==> config.mk <==
export PLATFORM = sky130hd
export DESIGN_NAME = byte_wide_host_port_pinmux
export DESIGN_NICKNAME = d
export VERILOG_FILES = /design/src/host_port_pkg.sv /design/src/byte_wide_host_port_pinmux.sv /design/src/host_byte_store.sv
export SDC_FILE = /design/constraint.sdc
export NUM_CORES = 1
export LEC_CHECK = 0
export ABC_CLOCK_PERIOD_IN_PS = 3200
export BUFFER_PORTS_ARGS = -buffer_cell sky130_fd_sc_hd__buf_2
export CAP_MARGIN = 20
export CORE_MARGIN = 4
export CORE_UTILIZATION = 25
export DETAILED_ROUTE_END_ITERATION = 8
export PLACE_DENSITY = 0.41
export SLEW_MARGIN = 20
export SYNTH_ARGS = -nofsm -noshare
export SYNTH_HDL_FRONTEND = slang
export SYNTH_SLANG_ARGS = --single-unit
==> constraint.sdc <==
create_clock -name i_clock -period 3.2 [get_ports i_clock]
set_input_delay 0.64 -clock i_clock [delete_from_list [all_inputs] [get_ports i_clock]]
set_output_delay 0.64 -clock i_clock [all_outputs]
set_load 0.05 [all_outputs]
==> src/host_port_pkg.sv <==
package host_port_pkg;

  // ---------------------------------------------------------------
  // Widths and sizes
  // ---------------------------------------------------------------
  localparam int PIN_COUNT  = 16;
  localparam int DATA_W     = 8;
  localparam int WORD_W     = 24;
  localparam int REG_ADDR_W = 3;
  localparam int MUX_ADDR_W = 11;
  localparam int STORE_DEPTH = 8;

  // ---------------------------------------------------------------
  // Port control word fields
  // ---------------------------------------------------------------
  localparam int CTL_HOST_EN     = 0;
  localparam int CTL_MUXED       = 1;
  localparam int CTL_DUAL_STROBE = 2;
  localparam int CTL_DUAL_REQ    = 3;
  localparam int CTL_AS_HIGH     = 4;
  localparam int CTL_CS_HIGH     = 5;
  localparam int CTL_STROBE_HIGH = 6;
  localparam int CTL_REQ_HIGH    = 7;
  localparam int CTL_ACK_HIGH    = 8;
  localparam int CTL_REQ_OPEN    = 9;
  localparam logic [15:0] CTL_RESET = 16'h0000;

  // ---------------------------------------------------------------
  // Pin positions
  // ---------------------------------------------------------------
  localparam int PIN_DATA_LSB = 0;
  localparam int PIN_ADDR0    = 8;
  localparam int PIN_ADDR1    = 9;
  localparam int PIN_ADDR2    = 10;
  localparam int PIN_DIR      = 11;
  localparam int PIN_STROBE   = 12;
  localparam int PIN_SELECT   = 13;
  localparam int PIN_REQ      = 14;
  localparam int PIN_ACK      = 15;
  localparam logic [15:0] DATA_PIN_MASK = 16'h00ff;

  // ---------------------------------------------------------------
  // Host visible byte registers and status bits
  // ---------------------------------------------------------------
  localparam logic [2:0] REG_VECTOR = 3'h1;
  localparam logic [2:0] REG_STATUS = 3'h2;
  localparam logic [2:0] REG_UPPER  = 3'h5;
  localparam logic [2:0] REG_MID    = 3'h6;
  localparam logic [2:0] REG_LOWER  = 3'h7;
  localparam int STAT_RX_FULL  = 0;
  localparam int STAT_TX_EMPTY = 1;
  localparam int STAT_CMD      = 2;
  localparam int VEC_CMD_BIT   = 7;

  typedef enum logic [2:0] {
    FETCH_IDLE,
    FETCH_UPPER,
    FETCH_MID,
    FETCH_LOWER,
    FETCH_DONE
  } fetch_t;

endpackage

==> src/byte_wide_host_port_pinmux.sv <==
`timescale 1ns/100ps
// What this block does
// RL1: Port control word picks host role or GPIO, and bus style, for the whole port.
// RL2: Non-multiplexed host mode: eight data pins are the bidirectional data bus.
// RL3: Multiplexed mode: data pins carry address and data; three pins add bits 8-10.
// RL4: Non-multiplexed mode: three pins are address inputs, one is chip select.
// RL5: Multiplexed mode latches address on an address strobe, polarity default low.
// RL6: Chip select polarity programmable, active low after reset.
// RL7: Single strobe: direction pin plus data strobe of programmable polarity.
// RL8: Dual strobe: separate read and write strobes, programmable polarity.
// RL9: Single request: one request output and an acknowledge input, polarity programmable.
// RL10: Dual request: separate transmit and receive request outputs.
// RL11: Request outputs have programmable polarity and driven or open-drain mode.
// RL12: GPIO mode: each of sixteen pins follows its data direction bit.
// RL13: Host reads receive bytes only after the receive full flag shows data.
// RL14: Host writes transmit bytes only while transmit empty is set.
// RL15: Host changes the vector only while the command bit is clear.
// RL16: Stop state keeps pin setup; inputs ignored, outputs tri-stated.
// RL17: Wait state leaves the pins unchanged.
// RL18: Host strobes, select and acknowledge are synchronised before flags change.
module byte_wide_host_port_pinmux
  import host_port_pkg::*;
(
  input  wire logic                              i_clock,
  input  wire logic                              i_rst,
  input  wire logic [15:0]                       i_port_control,
  input  wire logic [host_port_pkg::PIN_COUNT-1:0] i_data_direction,
  input  wire logic [host_port_pkg::PIN_COUNT-1:0] i_gpio_out,
  output logic      [host_port_pkg::PIN_COUNT-1:0] o_gpio_in,
  input  wire logic                              i_stop,
  input  wire logic [host_port_pkg::PIN_COUNT-1:0] i_pin,
  output logic      [host_port_pkg::PIN_COUNT-1:0] o_pin,
  output logic      [host_port_pkg::PIN_COUNT-1:0] o_pin_oe,
  input  wire logic [host_port_pkg::WORD_W-1:0]    i_core_word,
  input  wire logic                              i_core_word_load,
  output logic                                   o_rx_full_flag,
  output logic                                   o_tx_empty_flag,
  output logic      [host_port_pkg::WORD_W-1:0]    o_core_side_rx_word,
  output logic                                   o_core_side_rx_valid,
  output logic      [host_port_pkg::DATA_W-2:0]    o_command_vector,
  output logic                                   o_command_pending_bit,
  input  wire logic                              i_command_taken
);
  import host_port_pkg::*;

  // -----------------------------------------------------------------
  // State
  // -----------------------------------------------------------------
  typedef struct packed {
    logic [15:0]           ctl;
    logic [PIN_COUNT-1:0]  s1;
    logic [PIN_COUNT-1:0]  s2;
    logic [PIN_COUNT-1:0]  s3;
    logic [PIN_COUNT-1:0]  pins;
    logic [MUX_ADDR_W-1:0] mux_addr;
    logic                  as_prev;
    logic                  rd_prev;
    logic                  wr_prev;
    logic [WORD_W-1:0]     rx_word;
    logic                  rx_full;
    logic                  tx_empty;
    logic [DATA_W-1:0]     vector;
    fetch_t                fetch;
    logic [WORD_W-1:0]     tx_word;
    logic                  tx_valid;
    logic [PIN_COUNT-1:0]  pin_out;
    logic [PIN_COUNT-1:0]  pin_oe;
    logic [PIN_COUNT-1:0]  gpio_in;
  } port_state_t;

  port_state_t r;
  port_state_t next_r;

  // Turns a pin level into an asserted flag for the chosen polarity.
  function automatic logic asserted(input logic level, input logic active_high);
    asserted = active_high ? level : ~level;
  endfunction

  // -----------------------------------------------------------------
  // Host access decode
  // -----------------------------------------------------------------
  logic                  host_en;
  logic                  muxed;
  logic                  select;
  logic                  as_act;
  logic                  rd_act;
  logic                  wr_act;
  logic                  ack_act;
  logic [REG_ADDR_W-1:0] reg_addr;
  logic [DATA_W-1:0]     host_data;
  logic [DATA_W-1:0]     read_byte;
  logic                  store_write;
  logic [REG_ADDR_W-1:0] store_raddr;
  logic [DATA_W-1:0]     store_rdata;
  logic                  rd_done;
  logic                  wr_done;
  logic                  req_single;

  always_comb
  begin
    host_en   = r.ctl[CTL_HOST_EN];
    muxed     = r.ctl[CTL_MUXED];
    host_data = r.pins[PIN_DATA_LSB +: DATA_W];
    // RL6: select polarity
    // RL4: select pin only in direct mode
    select = muxed | asserted(r.pins[PIN_SELECT], r.ctl[CTL_CS_HIGH]);
    // RL5: address strobe polarity
    as_act = muxed & asserted(r.pins[PIN_ADDR0], r.ctl[CTL_AS_HIGH]);
    if (r.ctl[CTL_DUAL_STROBE])
    begin
      // RL8: separate read and write strobes
      rd_act = select & asserted(r.pins[PIN_DIR], r.ctl[CTL_STROBE_HIGH]);
      wr_act = select & asserted(r.pins[PIN_STROBE], r.ctl[CTL_STROBE_HIGH]);
    end
    else
    begin
      // RL7: direction pin qualified by strobe
      rd_act = select & asserted(r.pins[PIN_STROBE], r.ctl[CTL_STROBE_HIGH])
               & r.pins[PIN_DIR];
      wr_act = select & asserted(r.pins[PIN_STROBE], r.ctl[CTL_STROBE_HIGH])
               & ~r.pins[PIN_DIR];
    end
    rd_act  = rd_act & host_en & ~i_stop;
    wr_act  = wr_act & host_en & ~i_stop;
    // RL9: acknowledge polarity
    ack_act = asserted(r.pins[PIN_ACK], r.ctl[CTL_ACK_HIGH]);
    // RL3: latched low address in multiplexed mode
    // RL4: three direct address pins otherwise
    if (muxed)
    begin
      reg_addr = r.mux_addr[REG_ADDR_W-1:0];
    end
    else
    begin
      reg_addr = {r.pins[PIN_ADDR2], r.pins[PIN_ADDR1], r.pins[PIN_ADDR0]};
    end
    // A transfer takes effect on the trailing edge of its strobe.
    // A strobe cut short by the stop state must not complete a transfer.
    rd_done     = r.rd_prev & ~rd_act & ~i_stop;
    wr_done     = r.wr_prev & ~wr_act & ~i_stop;
    store_write = wr_done & (reg_addr >= REG_UPPER);
    case (reg_addr)
      REG_VECTOR: read_byte = r.vector;
      REG_STATUS:
      begin
        read_byte = '0;
        read_byte[STAT_RX_FULL]  = r.rx_full;
        read_byte[STAT_TX_EMPTY] = r.tx_empty;
        read_byte[STAT_CMD]      = r.vector[VEC_CMD_BIT];
      end
      REG_UPPER: read_byte = r.rx_word[2*DATA_W +: DATA_W];
      REG_MID:   read_byte = r.rx_word[DATA_W +: DATA_W];
      REG_LOWER: read_byte = r.rx_word[0 +: DATA_W];
      default:   read_byte = '0;
    endcase
    case (r.fetch)
      FETCH_UPPER: store_raddr = REG_UPPER;
      FETCH_MID:   store_raddr = REG_MID;
      default:     store_raddr = REG_LOWER;
    endcase
  end

  // -----------------------------------------------------------------
  // Next state
  // -----------------------------------------------------------------
  always_comb
  begin
    next_r = r;
    next_r.tx_valid = 1'b0;
    req_single      = 1'b0;

    // RL18: three stage synchroniser, change taken when stages two and three agree
    next_r.s1 = i_pin;
    next_r.s2 = r.s1;
    next_r.s3 = r.s2;
    // RL16: inputs ignored while stopped
    if (!i_stop)
    begin
      next_r.pins = (r.s2 & r.s3) | (r.pins & (r.s2 ^ r.s3));
      next_r.ctl  = i_port_control;
    end
    next_r.as_prev = as_act;
    next_r.rd_prev = rd_act;
    next_r.wr_prev = wr_act;

    // RL5: address latched as the strobe releases
    if (r.as_prev && !as_act && !i_stop)
    begin
      next_r.mux_addr = {r.pins[PIN_SELECT], r.pins[PIN_ADDR2], r.pins[PIN_ADDR1], host_data};
    end

    // Vector byte; the command bit is dropped when the core takes it.
    if (i_command_taken)
    begin
      next_r.vector[VEC_CMD_BIT] = 1'b0;
    end
    // RL15: host writes the vector, a new command wins over the clear
    if (wr_done && reg_addr == REG_VECTOR)
    begin
      next_r.vector = host_data;
    end

    // RL13: receive full falls when the host reads the low byte
    if (rd_done && reg_addr == REG_LOWER)
    begin
      next_r.rx_full = 1'b0;
    end
    if (i_core_word_load && !r.rx_full)
    begin
      next_r.rx_word = i_core_word;
      next_r.rx_full = 1'b1;
    end

    // RL14: low byte written starts the move into the core word
    case (r.fetch)
      FETCH_IDLE:
      begin
        if (wr_done && reg_addr == REG_LOWER && r.tx_empty)
        begin
          next_r.tx_empty = 1'b0;
          next_r.fetch    = FETCH_UPPER;
        end
      end
      FETCH_UPPER: next_r.fetch = FETCH_MID;
      FETCH_MID:
      begin
        next_r.tx_word[2*DATA_W +: DATA_W] = store_rdata;
        next_r.fetch = FETCH_LOWER;
      end
      FETCH_LOWER:
      begin
        next_r.tx_word[DATA_W +: DATA_W] = store_rdata;
        next_r.fetch = FETCH_DONE;
      end
      FETCH_DONE:
      begin
        next_r.tx_word[0 +: DATA_W] = store_rdata;
        next_r.tx_valid = 1'b1;
        next_r.tx_empty = 1'b1;
        next_r.fetch    = FETCH_IDLE;
      end
      default: next_r.fetch = FETCH_IDLE;
    endcase

    // RL12: general purpose pins follow the direction word
    next_r.gpio_in = r.pins;
    next_r.pin_out = i_gpio_out;
    next_r.pin_oe  = i_data_direction;

    // RL1: host function overrides the general purpose setup
    if (host_en)
    begin
      next_r.pin_oe  = '0;
      next_r.pin_out = '0;
      // RL2: data pins driven only during a host read
      // RL3: same pins carry the read data in multiplexed mode
      if (rd_act)
      begin
        next_r.pin_oe  = DATA_PIN_MASK;
        next_r.pin_out[PIN_DATA_LSB +: DATA_W] = read_byte;
      end
      if (r.ctl[CTL_DUAL_REQ])
      begin
        // RL10: separate transmit and receive requests
        next_r.pin_out[PIN_REQ] = asserted(r.tx_empty, r.ctl[CTL_REQ_HIGH]);
        next_r.pin_out[PIN_ACK] = asserted(r.rx_full, r.ctl[CTL_REQ_HIGH]);
        next_r.pin_oe[PIN_ACK]  = 1'b1;
      end
      else
      begin
        // RL9: one request, held off while acknowledged
        req_single = (r.rx_full | r.tx_empty) & ~ack_act;
        next_r.pin_out[PIN_REQ] = asserted(req_single, r.ctl[CTL_REQ_HIGH]);
      end
      next_r.pin_oe[PIN_REQ] = 1'b1;
      // RL11: open drain pulls low only
      if (r.ctl[CTL_REQ_OPEN])
      begin
        next_r.pin_oe[PIN_REQ]  = ~next_r.pin_out[PIN_REQ];
        next_r.pin_out[PIN_REQ] = 1'b0;
        if (r.ctl[CTL_DUAL_REQ])
        begin
          next_r.pin_oe[PIN_ACK]  = ~next_r.pin_out[PIN_ACK];
          next_r.pin_out[PIN_ACK] = 1'b0;
        end
      end
    end

    // RL16: outputs tri-stated in stop, setup kept
    // RL17: wait has no effect on the pins
    if (i_stop)
    begin
      next_r.pin_oe  = '0;
      next_r.pin_out = r.pin_out;
    end
  end

  always_ff @(posedge i_clock)
  begin
    if (i_rst)
    begin
      r          <= '0;
      r.ctl      <= CTL_RESET;
      r.tx_empty <= 1'b1;
      r.fetch    <= FETCH_IDLE;
    end
    else
    begin
      r <= next_r;
    end
  end

  // -----------------------------------------------------------------
  // Transmit byte store
  // -----------------------------------------------------------------
  host_byte_store u_store (
    .i_clock      (i_clock),
    .i_rst        (i_rst),
    .i_write      (store_write),
    .i_write_addr (reg_addr),
    .i_write_data (host_data),
    .i_read_addr  (store_raddr),
    .o_read_data  (store_rdata)
  );

  // -----------------------------------------------------------------
  // Outputs
  // -----------------------------------------------------------------
  assign o_gpio_in             = r.gpio_in;
  assign o_pin                 = r.pin_out;
  assign o_pin_oe              = r.pin_oe;
  assign o_rx_full_flag        = r.rx_full;
  assign o_tx_empty_flag       = r.tx_empty;
  assign o_core_side_rx_word   = r.tx_word;
  assign o_core_side_rx_valid  = r.tx_valid;
  assign o_command_vector      = r.vector[DATA_W-2:0];
  assign o_command_pending_bit = r.vector[VEC_CMD_BIT];

endmodule // byte_wide_host_port_pinmux

==> src/host_byte_store.sv <==
`timescale 1ns/100ps
module host_byte_store
  import host_port_pkg::*;
(
  input  wire logic                          i_clock,
  input  wire logic                          i_rst,
  input  wire logic                          i_write,
  input  wire logic [host_port_pkg::REG_ADDR_W-1:0] i_write_addr,
  input  wire logic [host_port_pkg::DATA_W-1:0]     i_write_data,
  input  wire logic [host_port_pkg::REG_ADDR_W-1:0] i_read_addr,
  output logic      [host_port_pkg::DATA_W-1:0]     o_read_data
);
  import host_port_pkg::*;

  typedef struct packed {
    logic [STORE_DEPTH-1:0][DATA_W-1:0] mem;
    logic [DATA_W-1:0]                  rdata;
  } store_t;

  store_t r;
  store_t next_r;

  always_comb
  begin
    next_r = r;
    next_r.rdata = r.mem[i_read_addr];
    if (i_write)
    begin
      next_r.mem[i_write_addr] = i_write_data;
    end
  end

  always_ff @(posedge i_clock)
  begin
    if (i_rst)
    begin
      r <= '0;
    end
    else
    begin
      r <= next_r;
    end
  end

  assign o_read_data = r.rdata;

endmodule // host_byte_store

---- Word-level counts from Yosys, hierarchy flattened ----
Index checks and enable logic that the tools add are counted.
W data, S select, Z words.
operators by class
  reductions and logical operators ........ 17
  muxes and demuxes ....................... 38
  $lt $le $gt $ge ......................... 4
  equal/unequal tests ..................... 10
  bitwise logic cells ..................... 35
operators by type and width
  kind                  number
  $bwmux W64            1
  $pmux W8 S5           1
  $and A16 B16 Y16      2
  $mux W32              1
  $bmux W8 S3           1
  $demux W8 S3          1
  $mux W24              1
  $mux W8               3
  $mux W1               22
  $or A16 B16 Y16       1
  $xor A16 B16 Y16      1
  $and A1 B1 Y1         15
  $not A1 Y1            14
  $eq A3 B3 Y1 const B  4
  $pmux W3 S4           1
  $eq A3 B2 Y1 const B  3
  $logic_and A1 B1 Y1   8
  $lt A3 B4 Y1 const B  2
  $eq A3 B1 Y1 const B  2
  $mux W3               2
  $reduce_bool A2 Y1    3
  $mux W2               2
  $pmux W2 S2           1
  $ge A3 B1 Y1 const B  1
  other kinds (8)       11
word-level totals
  register bits ........................... 262
  input bits .............................. 93
  logic and storage cells ................. 135

---- Logic depth before layout (Yosys ltp) ----
Gate-level depths: netlist (run 1).
  word-level depth ........................ 15
  depth in mapped cells ................... 8
  mapped depth without buffers ............ 5

---- Cells and area by module ----
From an unflattened synthesis (run 1), not the netlist that was laid out.
second synthesis, totals
  cell total of the unflattened synthesis .. 1083
  area total of the unflattened synthesis .. 10628.9 um^2
by module, submodules not included
  module                      instances  cells an instance  seq. area each (um^2)  area each (um^2)
  byte_wide_host_port_pinmux  1          757                3803.6                 7467.2
  host_byte_store             1          326                1441.4                 3161.8

---- Worst setup path before layout (run 1) ----
OpenSTA, ideal clock, no wires.
  kind .................................... in2reg
  start point ............................. input port i_rst
  end point ............................... register r, in the netlist o_pin[7]
  setup time .............................. 0.060 ns
  stages .................................. 6
  data required time ...................... 3.140 ns
  path buffers ............................ 1
  setup slack ............................. 1.316 ns
  arrival time ............................ 1.824 ns
  cells stage by stage .................... buf_2 > nor2_1 > o211ai_1 > a2111oi_4 > nor3b_2 > a221o_1
RTL lines
  element                 line                               text
  start: declaration      byte_wide_host_port_pinmux.sv:25   input wire logic i_rst,
  end signal: assignment  byte_wide_host_port_pinmux.sv:309  r <= next_r;
  end: declaration        byte_wide_host_port_pinmux.sv:71   port_state_t r;

---- Worst setup path after layout (run 1) ----
  start point ............................. register r, in the netlist muxed
  end point ............................... register r, in the netlist o_pin[6]
on the way
  word-level cells in the longest chain between the ends .. 8
  elaborated cells on any way between the ends .. 16
  classes of those cells .................. eq/ne (5); mux (5); bitwise (6)
RTL lines
  element                     line                               text
  $or A1 B1 Y1                byte_wide_host_port_pinmux.sv:106  select = muxed | asserted(r.pins[PIN_SELECT], r.ctl[CTL_CS_HIGH]);
  $and A1 B1 Y1               byte_wide_host_port_pinmux.sv:118  rd_act = select & asserted(r.pins[PIN_STROBE], r.ctl[CTL_STROBE_HIGH])
  $and A1 B1 Y1               byte_wide_host_port_pinmux.sv:119  & r.pins[PIN_DIR];
  $mux W1                     byte_wide_host_port_pinmux.sv:109  if (r.ctl[CTL_DUAL_STROBE])
  $and A1 B1 Y1 (2 in a row)  byte_wide_host_port_pinmux.sv:123  rd_act = rd_act & host_en & ~i_stop;
  $mux W24 (*)                byte_wide_host_port_pinmux.sv:257  if (rd_act)
  $mux W32 (*)                byte_wide_host_port_pinmux.sv:251  if (host_en)
Mark *: on every way between the ends. The rest lies on a longest branch, timed or not.
A chain may end at the register's enable or synchronous reset.

==> results of run 1 <==
[registers in the layout (all words and copies together) (netlist names)]
name                   flops
muxed                      1
o_rx_full_flag             1
u_store.o_read_data        8
o_core_side_rx_word       24
next_r                    40
o_gpio_in                 16
host_data                  8
host_en                    1
o_tx_empty_flag            1
o_pin                     16
o_command_pending_bit      1
o_command_vector           7
r                         57
o_core_side_rx_valid       1
u_store.r                 24
o_pin_oe                  16
[area by class of cell]
| cell class | count | area [um2] | share of cell area |
|---|---|---|---|
| flip-flops and latches | 222 | 4440 | 0.427 |
| multi-input cells | 546 | 3430 | 0.330 |
| repair buffers | 178 | 932 | 0.0897 |
| clock buffers | 37 | 796 | 0.0765 |
| well taps | 455 | 569 | 0.0548 |
| clock inverters | 14 | 179 | 0.0172 |
| inverters | 11 | 41.3 | 0.00397 |
[report_power, final]
group / total (mW) / switching, mW / internal (mW)
clock network: 3.26 / 1.20 / 2.07
logic: 0.360 / 0.228 / 0.132
registers: 2.88 / 0.0402 / 2.84
[Yosys cell counts, types with 8 or more instances]
master    count  area (um2)
dfxtp_1     222        4440
nand2_1     128         480
buf_4        79         593
a21oi_1      62         310
nor2b_1      59         369
nor2_1       49         184
clkbuf_1     45         169
mux2i_1      29         290
o21ai_1      29         145
nand3b_1     26         195
o21ai_0      18        90.1
nand2b_1     17         106
ha_1         16         200
a21o_1       11        82.6
inv_1        11        41.3
a221o_1       8        80.1
a311oi_1      8        70.1
[through the flow]
stage / hold WS (ps) / utilization / power [mW] / cells / area, um2
floorplan: 414 / - / 3.20 / 914 / 8750
global placement: 420 / 0.273 / 3.30 / 1412 / 9420
detailed placement: 422 / 0.273 / 3.31 / 1412 / 9420
CTS: 274 / 0.301 / 6.63 / 1463 / 10400
global route: 281 / 0.301 / 6.77 / 1463 / 10400
finish: 305 / 0.301 / 6.50 / 1463 / 10400
[worst reg2reg max path: stages, from the launching register on]
cell and delay, ps:
dfxtp_1 860, mux2i_4 450, nor2_4 110, a2111oi_4 510, a21boi_1 300, a221o_1 130
[per-layer routing]
layer  wire (um)  GRT usage
met5           0          0
met4         607     0.0347
met3        1210     0.0229
met2        9900      0.183
met1       10900      0.158
[cell usage in the layout (no fill, tap or decap), types with 3 or more instances in the layout]
master     count
clkbuf_1       4
nand2b_1      17
mux2i_1       29
nand3b_1      26
o21ai_2        3
nand2_1      128
a22o_1         6
nor3b_1        3
clkbuf_16     29
nor3_1         4
and2_1         7
xnor2_1        7
buf_2        168
nor2b_1       59
inv_1         11
mux2i_4        3
a221oi_1       6
nor3b_2        4
a311oi_1       8
a21oi_1       62
clkinv_2       8
dfxtp_1      222
o211ai_1       4
ha_1          16
o21ai_1       29
a21o_1        11
buf_4          8
a22oi_1        4
nor2_1        49
bufinv_16      4
a221o_1        8
clkbuf_8       4
o21ai_0       18
[worst min-delay path by stage]
| stage | from | end | slack [ps] | cells past startpoint |
|---|---|---|---|---|
| floorplan | next_r[156] | next_r[140] | 410 | 1 |
| global placement | next_r[170] | next_r[154] | 420 | 1 |
| detailed placement | next_r[165] | next_r[149] | 420 | 1 |
| global route | i_data_direction[1] | o_pin_oe[1] | 280 | 2 |
| finish | i_data_direction[6] | o_pin_oe[6] | 300 | 2 |
| CTS | i_data_direction[6] | o_pin_oe[6] | 270 | 2 |
[logic make-up after synthesis]
group / synth area share
compound gates: 0.131
xor+xnor: 0.00800
fa+ha+maj: 0.0229
buf+inv: 0.101
flops: 0.508
mux: 0.0456
simple gates: 0.184
==> flow_summary.json, run 1 <==
{
  "ios": 176,
  "crit_slowest_cell": "dfxtp_1",
  "cp.arrival_ps": 2890,
  "regToRegStartpoint": "muxed",
  "crit_cells": 5,
  "synth_area_um2": 8750,
  "cts_tree": "done",
  "fin_ws_ps": 785,
  "grt_pass1_vias": 6107,
  "vias": 6204,
  "path_buf_inv": 0,
  "grt_pass1_wl_um": 35300,
  "worstPathRequired_ps": 3670,
  "post-place-ws_ps": 610,
  "yosys_register_bits": 222,
  "clockBufferDepth": 3,
  "ctsResizeCount": 0,
  "root_buffer": "clkbuf_16",
  "tightest_slew_ps": 982,
  "reg2reg_depth": 5,
  "grt_max_degree": 128,
  "synth_edf_count": 0,
  "clk_latency_ps": 530,
  "maxSlewHeadroom": 0.343,
  "synthFlopType": "dfxtp_1",
  "postCtsHoldBufs": 0,
  "p_per_area_nw_per_um2": 625,
  "rsz0062_at_grt": "false",
  "wl_per_cell_um": 15.5,
  "drc_errors": 0,
  "layout-drive-gt1-share": 0.249,
  "synth-seq-area-share": 0.508,
  "fin_skew_ps": 21.5,
  "holdCritPathClass": "in2reg",
  "antenna_found_initial": 0,
  "numCtsBuffers": 28,
  "avgSynthCellArea_um2": 9.58,
  "area_growth_pct": 18.8,
  "timing.rr.end": "o_pin[6]",
  "diodes": 0,
  "synthDistinctLibCells": 57,
  "fillers": 3721,
  "status": "finished, final reports clean",
  "post-route-min-period_ps": 2410,
  "synth_fp_nets": 1023,
  "report.final.slew_viol_count": 0,
  "p_leak_nw": 4.42,
  "min_period_over_period": 0.755,
  "post-cts-setup-buffers": 0,
  "cts-htree-levels": 1,
  "path_delay_family": "compound AO/OA/AOI/OAI gates",
  "start_util": 0.253,
  "crit_end": "o_pin[6]",
  "ir_drop_mv": 0.346,
  "grt.total_usage": 0.115,
  "synthCells": 914,
  "die_h_um": 195,
  "worstSetupStartpoint": "muxed",
  "cp-end-kind": "flip-flop",
  "hpwl_um": 15600,
  "finalWirelength_um": 22700,
  "fmax_mhz": 414,
  "final_nets": 1096,
  "gp_congestion": 0.746,
  "yosysWarnings": 0,
  "maxCapViolCount": 0,
  "antenna_left": 0,
  "fin_tns_setup_ps": 0,
  "grt.overflow.total": 0,
  "worstPathMaxFanout": 15,
  "port_buffers": 169,
  "finalHoldViolCount": 0,
  "core_um2": 34500,
  "setup_viol": 0,
  "dieArea_um2": 38100,
  "critPathKind": "reg2reg",
  "die_w_um": 195,
  "path_cells": "mux2i_4 -> nor2_4 -> a2111oi_4 -> a21boi_1 -> a221o_1",
  "vias_per_cell": 4.24,
  "r2r_slack_ps": 790,
  "cp_slowest_stage_delay_ps": 860,
  "clock_sinks": 222,
  "clk_pin_slew_worst_paths_ps": 60,
  "setup.worst_path.start_class": "flip-flop",
  "async_flop_share": 0,
  "drtIter0Drc": 271,
  "std_cell_rows": 68,
  "first_pass_iters": 5
}
Power figures use the tool's default switching activity.
==> run 2: changes to the inputs <==
--- a/config.mk
+++ b/config.mk
@@ -5,13 +5,13 @@
 export SDC_FILE = /design/constraint.sdc
 export NUM_CORES = 1
 export LEC_CHECK = 0
-export ABC_CLOCK_PERIOD_IN_PS = 3200
+export ABC_CLOCK_PERIOD_IN_PS = 1900
 export BUFFER_PORTS_ARGS = -buffer_cell sky130_fd_sc_hd__buf_2
 export CAP_MARGIN = 20
 export CORE_MARGIN = 4
 export CORE_UTILIZATION = 25
 export DETAILED_ROUTE_END_ITERATION = 8
-export PLACE_DENSITY = 0.41
+export PLACE_DENSITY = 0.42
 export SLEW_MARGIN = 20
 export SYNTH_ARGS = -nofsm -noshare
 export SYNTH_HDL_FRONTEND = slang
==> constraint.sdc (replaced) <==
create_clock -name i_clock -period 1.9 [get_ports i_clock]
set_input_delay 0.38 -clock i_clock [delete_from_list [all_inputs] [get_ports i_clock]]
set_output_delay 0.38 -clock i_clock [all_outputs]
set_load 0.05 [all_outputs]
==> run 2 against run 1 <==
Global-route usage grew 0.11 points. Utilization grew 0.46 points. Critical endpoint is now o_rx_full_flag. Non-clock buffer count grew 29. Die area is the same. Count of clock-buffer cells in the layout shrank 3. Critical path type is now reg2out. Clock skew shrank 1.9 ps. Register-to-register slack lost 720 ps. Sequential share of layout area shrank 0.63 points. Critical path depth shrank 4. Total power grew 61%. Hold slack lost 260 ps. Sequential power grew 68%.
==> flow_summary.json, run 2 (synthesis gave the netlist of run 1 again) <==
{
  "ios": 176,
  "finalHoldViolCount": 0,
  "grt_pass1_vias": 6294,
  "start_util": 0.253,
  "antenna_left": 0,
  "die_h_um": 195,
  "tightest_slew_ps": 970,
  "setup_viol": 0,
  "cp.arrival_ps": 1460,
  "post-place-ws_ps": -28.4,
  "drtIter0Drc": 264,
  "rsz0062_at_grt": "false",
  "fin_skew_ps": 19.6,
  "root_buffer": "clkbuf_16",
  "multi_input_area_um2": 3470,
  "wl_per_cell_um": 15.3,
  "holdCritPathClass": "in2reg",
  "clk_pin_slew_worst_paths_ps": 60,
  "core_um2": 34500,
  "fin_cells": 1487,
  "p_total_mw": 10.4,
  "grt.overflow.total": 0,
  "worstPathMaxFanout": 8,
  "maxSlewHeadroom": 0.351,
  "port_buffers": 169,
  "area_growth_pct": 20.6,
  "path_delay_family": "flip-flops",
  "regMostFlops": "r",
  "diodes": 0,
  "status": "finished, final reports clean",
  "dieArea_um2": 38100,
  "final_common_cell": "dfxtp_1",
  "clk_latency_ps": 530,
  "report.final.slew_viol_count": 0,
  "critPathKind": "reg2out",
  "grt.total_usage": 0.116,
  "fillers": 3675,
  "cts-htree-levels": 1,
  "maxCapViolCount": 0,
  "worstPathRequired_ps": 1520,
  "antenna_found_initial": 0,
  "path_cells": "buf_2",
  "grt_pass1_wl_um": 35800,
  "fin_area_um2": 10600,
  "numCtsBuffers": 26,
  "vias": 6226,
  "clock_sinks": 222,
  "crit_slowest_cell": "dfxtp_1",
  "most-common-layout-cells": "dfxtp_1 (221), buf_2 (168), nand2_1 (128)",
  "clockBufferDepth": 3,
  "std_cell_rows": 68,
  "r2r_slack_ps": 70,
  "p_leak_nw": 4.50,
  "cts_tree": "done",
  "vias_per_cell": 4.19,
  "hpwl_um": 16000,
  "dp_cells": 1439,
  "layout-drive-gt1-share": 0.271,
  "worst_hold_slack_ps": 47.4,
  "setup.worst_path.start_class": "flip-flop",
  "fin_ws_ps": 63.4,
  "finalWirelength_um": 22700,
  "die_w_um": 195,
  "cp-end-kind": "primary output",
  "gp_congestion": 0.739,
  "cp_slowest_stage_delay_ps": 570,
  "seq_area_um2": 4450,
  "p_per_area_nw_per_um2": 989,
  "drc_errors": 0,
  "grt_max_degree": 144,
  "final_nets": 1123,
  "path_buf_inv": 1,
  "ir_drop_mv": 0.626,
  "min_period_over_period": 0.967,
  "post-route-min-period_ps": 1840,
  "first_pass_iters": 4,
  "dpl_cell_area_um2": 9640,
  "fmax_mhz": 544,
  "largest_reg_flops": 57
}
==> run 2: cell count changes in the layout (fill, tap and decap cells not counted), moves of 2 or more <==
cell and change:
nor3b_2 -3, a21boi_2 +2, clkinvlp_4 +2, nor3b_4 +3, a21boi_1 -2, buf_4 +26
buf_12 +2, bufinv_16 -2, clkbuf_16 -2
==> run 2: final cells by class <==
type                    count  area share
flip-flops and latches    222       0.421
multi-input cells         546       0.329
repair buffers            207       0.112
clock buffers              34      0.0693
well taps                 455      0.0539
clock inverters            12      0.0111
inverters                  11     0.00391
==> run 2: routing by layer <==
| layer | GRT usage | up-vias | share of wire |
|---|---|---|---|
| li1 | - | 3198 | - |
| met1 | 0.164 | 2844 | 0.50 |
| met2 | 0.181 | 143 | 0.42 |
| met3 | 0.0224 | 41 | 0.051 |
| met4 | 0.0313 | 0 | 0.026 |
| met5 | 0 | - | 0 |
==> run 2: through the flow <==
| stage | utilization | setup TNS [ps] |
|---|---|---|
| after global routing | 0.306 | 0 |
| after floorplan | - | 0 |
| final | 0.306 | 0 |
| after CTS | 0.304 | 0 |
| after detailed placement | 0.279 | -73.6 |
| after global placement | 0.279 | -11.8 |
==> run 2: worst paths after layout <==
check	startpoint	to	cells after the start
worst max register to register	muxed	o_pin[6]	8
worst min register to register	next_r[170]	next_r[154]	1
worst min-delay path	i_data_direction[3]	o_pin_oe[3]	2
worst max-delay path	o_rx_full_flag	o_rx_full_flag	1
==> run 2: power breakdown <==
part           switching (mW)  internal (mW)  leakage (nW)
Combinational           0.392          0.244          2.28
Clock                    1.98           2.97         0.415
Sequential             0.0643           4.78          1.81
Total                    2.44           7.99          4.50
==> run 2: what timing repair did <==
item	CTS	global route
hold buffers	0	0
buffers inserted	0	2
gates resized for setup	0	9
setup endpoints to repair	0	32
==> run 3: changes to the inputs <==
--- a/config.mk
+++ b/config.mk
@@ -8,10 +8,12 @@
 export ABC_CLOCK_PERIOD_IN_PS = 1900
 export BUFFER_PORTS_ARGS = -buffer_cell sky130_fd_sc_hd__buf_2
 export CAP_MARGIN = 20
+export CELL_PAD_IN_SITES_DETAIL_PLACEMENT = 1
+export CELL_PAD_IN_SITES_GLOBAL_PLACEMENT = 2
 export CORE_MARGIN = 4
 export CORE_UTILIZATION = 25
 export DETAILED_ROUTE_END_ITERATION = 8
-export PLACE_DENSITY = 0.42
+export PLACE_DENSITY = 0.62
 export SLEW_MARGIN = 20
 export SYNTH_ARGS = -nofsm -noshare
 export SYNTH_HDL_FRONTEND = slang
==> run 3 against run 2 <==
Die area stayed put. Global-route usage is 0.61 points higher. Cell area is 1.5% higher. Total power is 1.9% higher. Critical path type unchanged. Setup slack better by 36 ps. Wire length is 4.3% higher. Count of clock-buffer cells in the layout is 5 higher.
==> flow_summary.json, run 3 (synthesis gave the netlist of run 1 again) <==
{
  "status": "finished, final reports clean",
  "drc_errors": 0,
  "diodes": 0,
  "grt_pass1_vias": 6625,
  "grt.total_usage": 0.122,
  "crit_end": "o_rx_full_flag",
  "gp_congestion": 0.730,
  "post-route-min-period_ps": 1800,
  "switching_share": 0.231,
  "path_delay_family": "flip-flops",
  "rsz0062_at_grt": "false",
  "clockBufferDepth": 3,
  "cp.arrival_ps": 1420,
  "antenna_found_initial": 0,
  "grt_pass1_wl_um": 38000,
  "p_per_area_nw_per_um2": 992,
  "crit_cells": 1,
  "clk_latency_ps": 530,
  "post-route-util": 0.310,
  "die_w_um": 195,
  "multi_input_area_um2": 3500,
  "path_buf_inv": 1,
  "cp_slowest_stage_delay_ps": 550,
  "core_um2": 34500,
  "maxSlewHeadroom": 0.340,
  "seq_area_um2": 4450,
  "path_cells": "buf_2",
  "maxCapViolCount": 0,
  "p_leak_nw": 4.60,
  "fmax_mhz": 555,
  "clock_sinks": 222,
  "hpwl_um": 16800,
  "finalHoldViolCount": 0,
  "fin_cells": 1497,
  "largest_reg_flops": 57,
  "crit_slowest_cell": "dfxtp_1",
  "port_buffers": 169,
  "worstPathRequired_ps": 1520,
  "holdCritPathClass": "in2reg",
  "cts-htree-levels": 1,
  "drtIter0Drc": 235,
  "p_switching_mw": 2.45,
  "setup.worst_path.start_class": "flip-flop",
  "min_from": "i_data_direction[1]",
  "final_nets": 1130,
  "power_frac_clock": 0.484,
  "reg2reg_depth": 6,
  "wl_per_cell_um": 15.8,
  "worstPathMaxFanout": 8,
  "start_util": 0.253,
  "most-common-layout-cells": "dfxtp_1 (221), buf_2 (168), nand2_1 (128)",
  "regMostFlops": "r",
  "first_pass_iters": 4,
  "dpl_cell_area_um2": 9730,
  "root_buffer": "clkbuf_16",
  "final_common_cell": "dfxtp_1",
  "cp-end-kind": "primary output",
  "post-place-ws_ps": -60.0,
  "ir_drop_mv": 0.652,
  "clk_pin_slew_worst_paths_ps": 60,
  "area_growth_pct": 22.4,
  "finalWirelength_um": 23700,
  "grt_max_degree": 166,
  "vias_per_cell": 4.28,
  "report.final.slew_viol_count": 0,
  "fin_ws_ps": 99.2,
  "worst_hold_slack_ps": 39.9,
  "std_cell_rows": 68,
  "fin_skew_ps": 19.4,
  "critPathKind": "reg2out",
  "worstSetupStartpoint": "o_rx_full_flag",
  "p_comb_frac": 0.060,
  "tightest_slew_ps": 987,
  "dp_cells": 1445,
  "layout-drive-gt1-share": 0.281,
  "p_int_mw": 8.18,
  "fillers": 3997,
  "grt.overflow.total": 0,
  "power_frac_seq": 0.456,
  "timing.rr.end": "o_pin[5]",
  "regToRegStartpoint": "muxed",
  "cts_tree": "done",
  "fin_area_um2": 10700,
  "setup_viol": 0,
  "min_period_over_period": 0.948,
  "numCtsBuffers": 27,
  "vias": 6407,
  "r2r_slack_ps": 100,
  "antenna_left": 0,
  "dieArea_um2": 38100,
  "ios": 176,
  "die_h_um": 195
}
run 3: repair_timing:
item | 4_1_cts | 5_1_grt
hold buffers | 0 | 0
endpoints found under the setup margin | 0 | 21
buffers inserted | 0 | 2
resized for setup | 0 | 12
run 3: how the worst min path moves through the flow:
stage             endpoint  depth (start not counted)
2_1_floorplan  next_r[140]                          1
3_3_place_gp   next_r[153]                          1
3_5_place_dp   next_r[145]                          1
4_1_cts        o_pin_oe[1]                          2
5_1_grt        o_pin_oe[1]                          2
6_report       o_pin_oe[1]                          2
run 3: layer usage:
metal  part of all wire  track usage  wire [um]
met2               0.45        0.195      10700
met3              0.040       0.0226        960
met4              0.018       0.0235        437
met1               0.49        0.174      11700
met5                  0            0          0
run 3: layout make-up:
class	count	area share
sequential	222	0.415
inverter	11	0.00385
tap	455	0.0531
clock buffer	39	0.0738
clock inverter	11	0.0106
timing repair buffer	213	0.117
multi-input combinational	546	0.326
run 3: power by group through the flow:
stage	clock [mW]	combinational, mW	sequential (mW)
2_1_floorplan	0	0.464	4.93
3_5_place_dp	0	0.653	4.95
6_report	5.14	0.642	4.84
4_1_cts	5.34	0.655	4.84
5_1_grt	5.55	0.710	4.86
3_3_place_gp	0	0.648	4.94
run 3: through the flow:
stage / power, mW / setup TNS, ps
floorplan: 5.39 / 0
global placement: 5.59 / 0
detailed placement: 5.60 / -450
CTS: 10.8 / 0
global route: 11.1 / 0
finish: 10.6 / 0
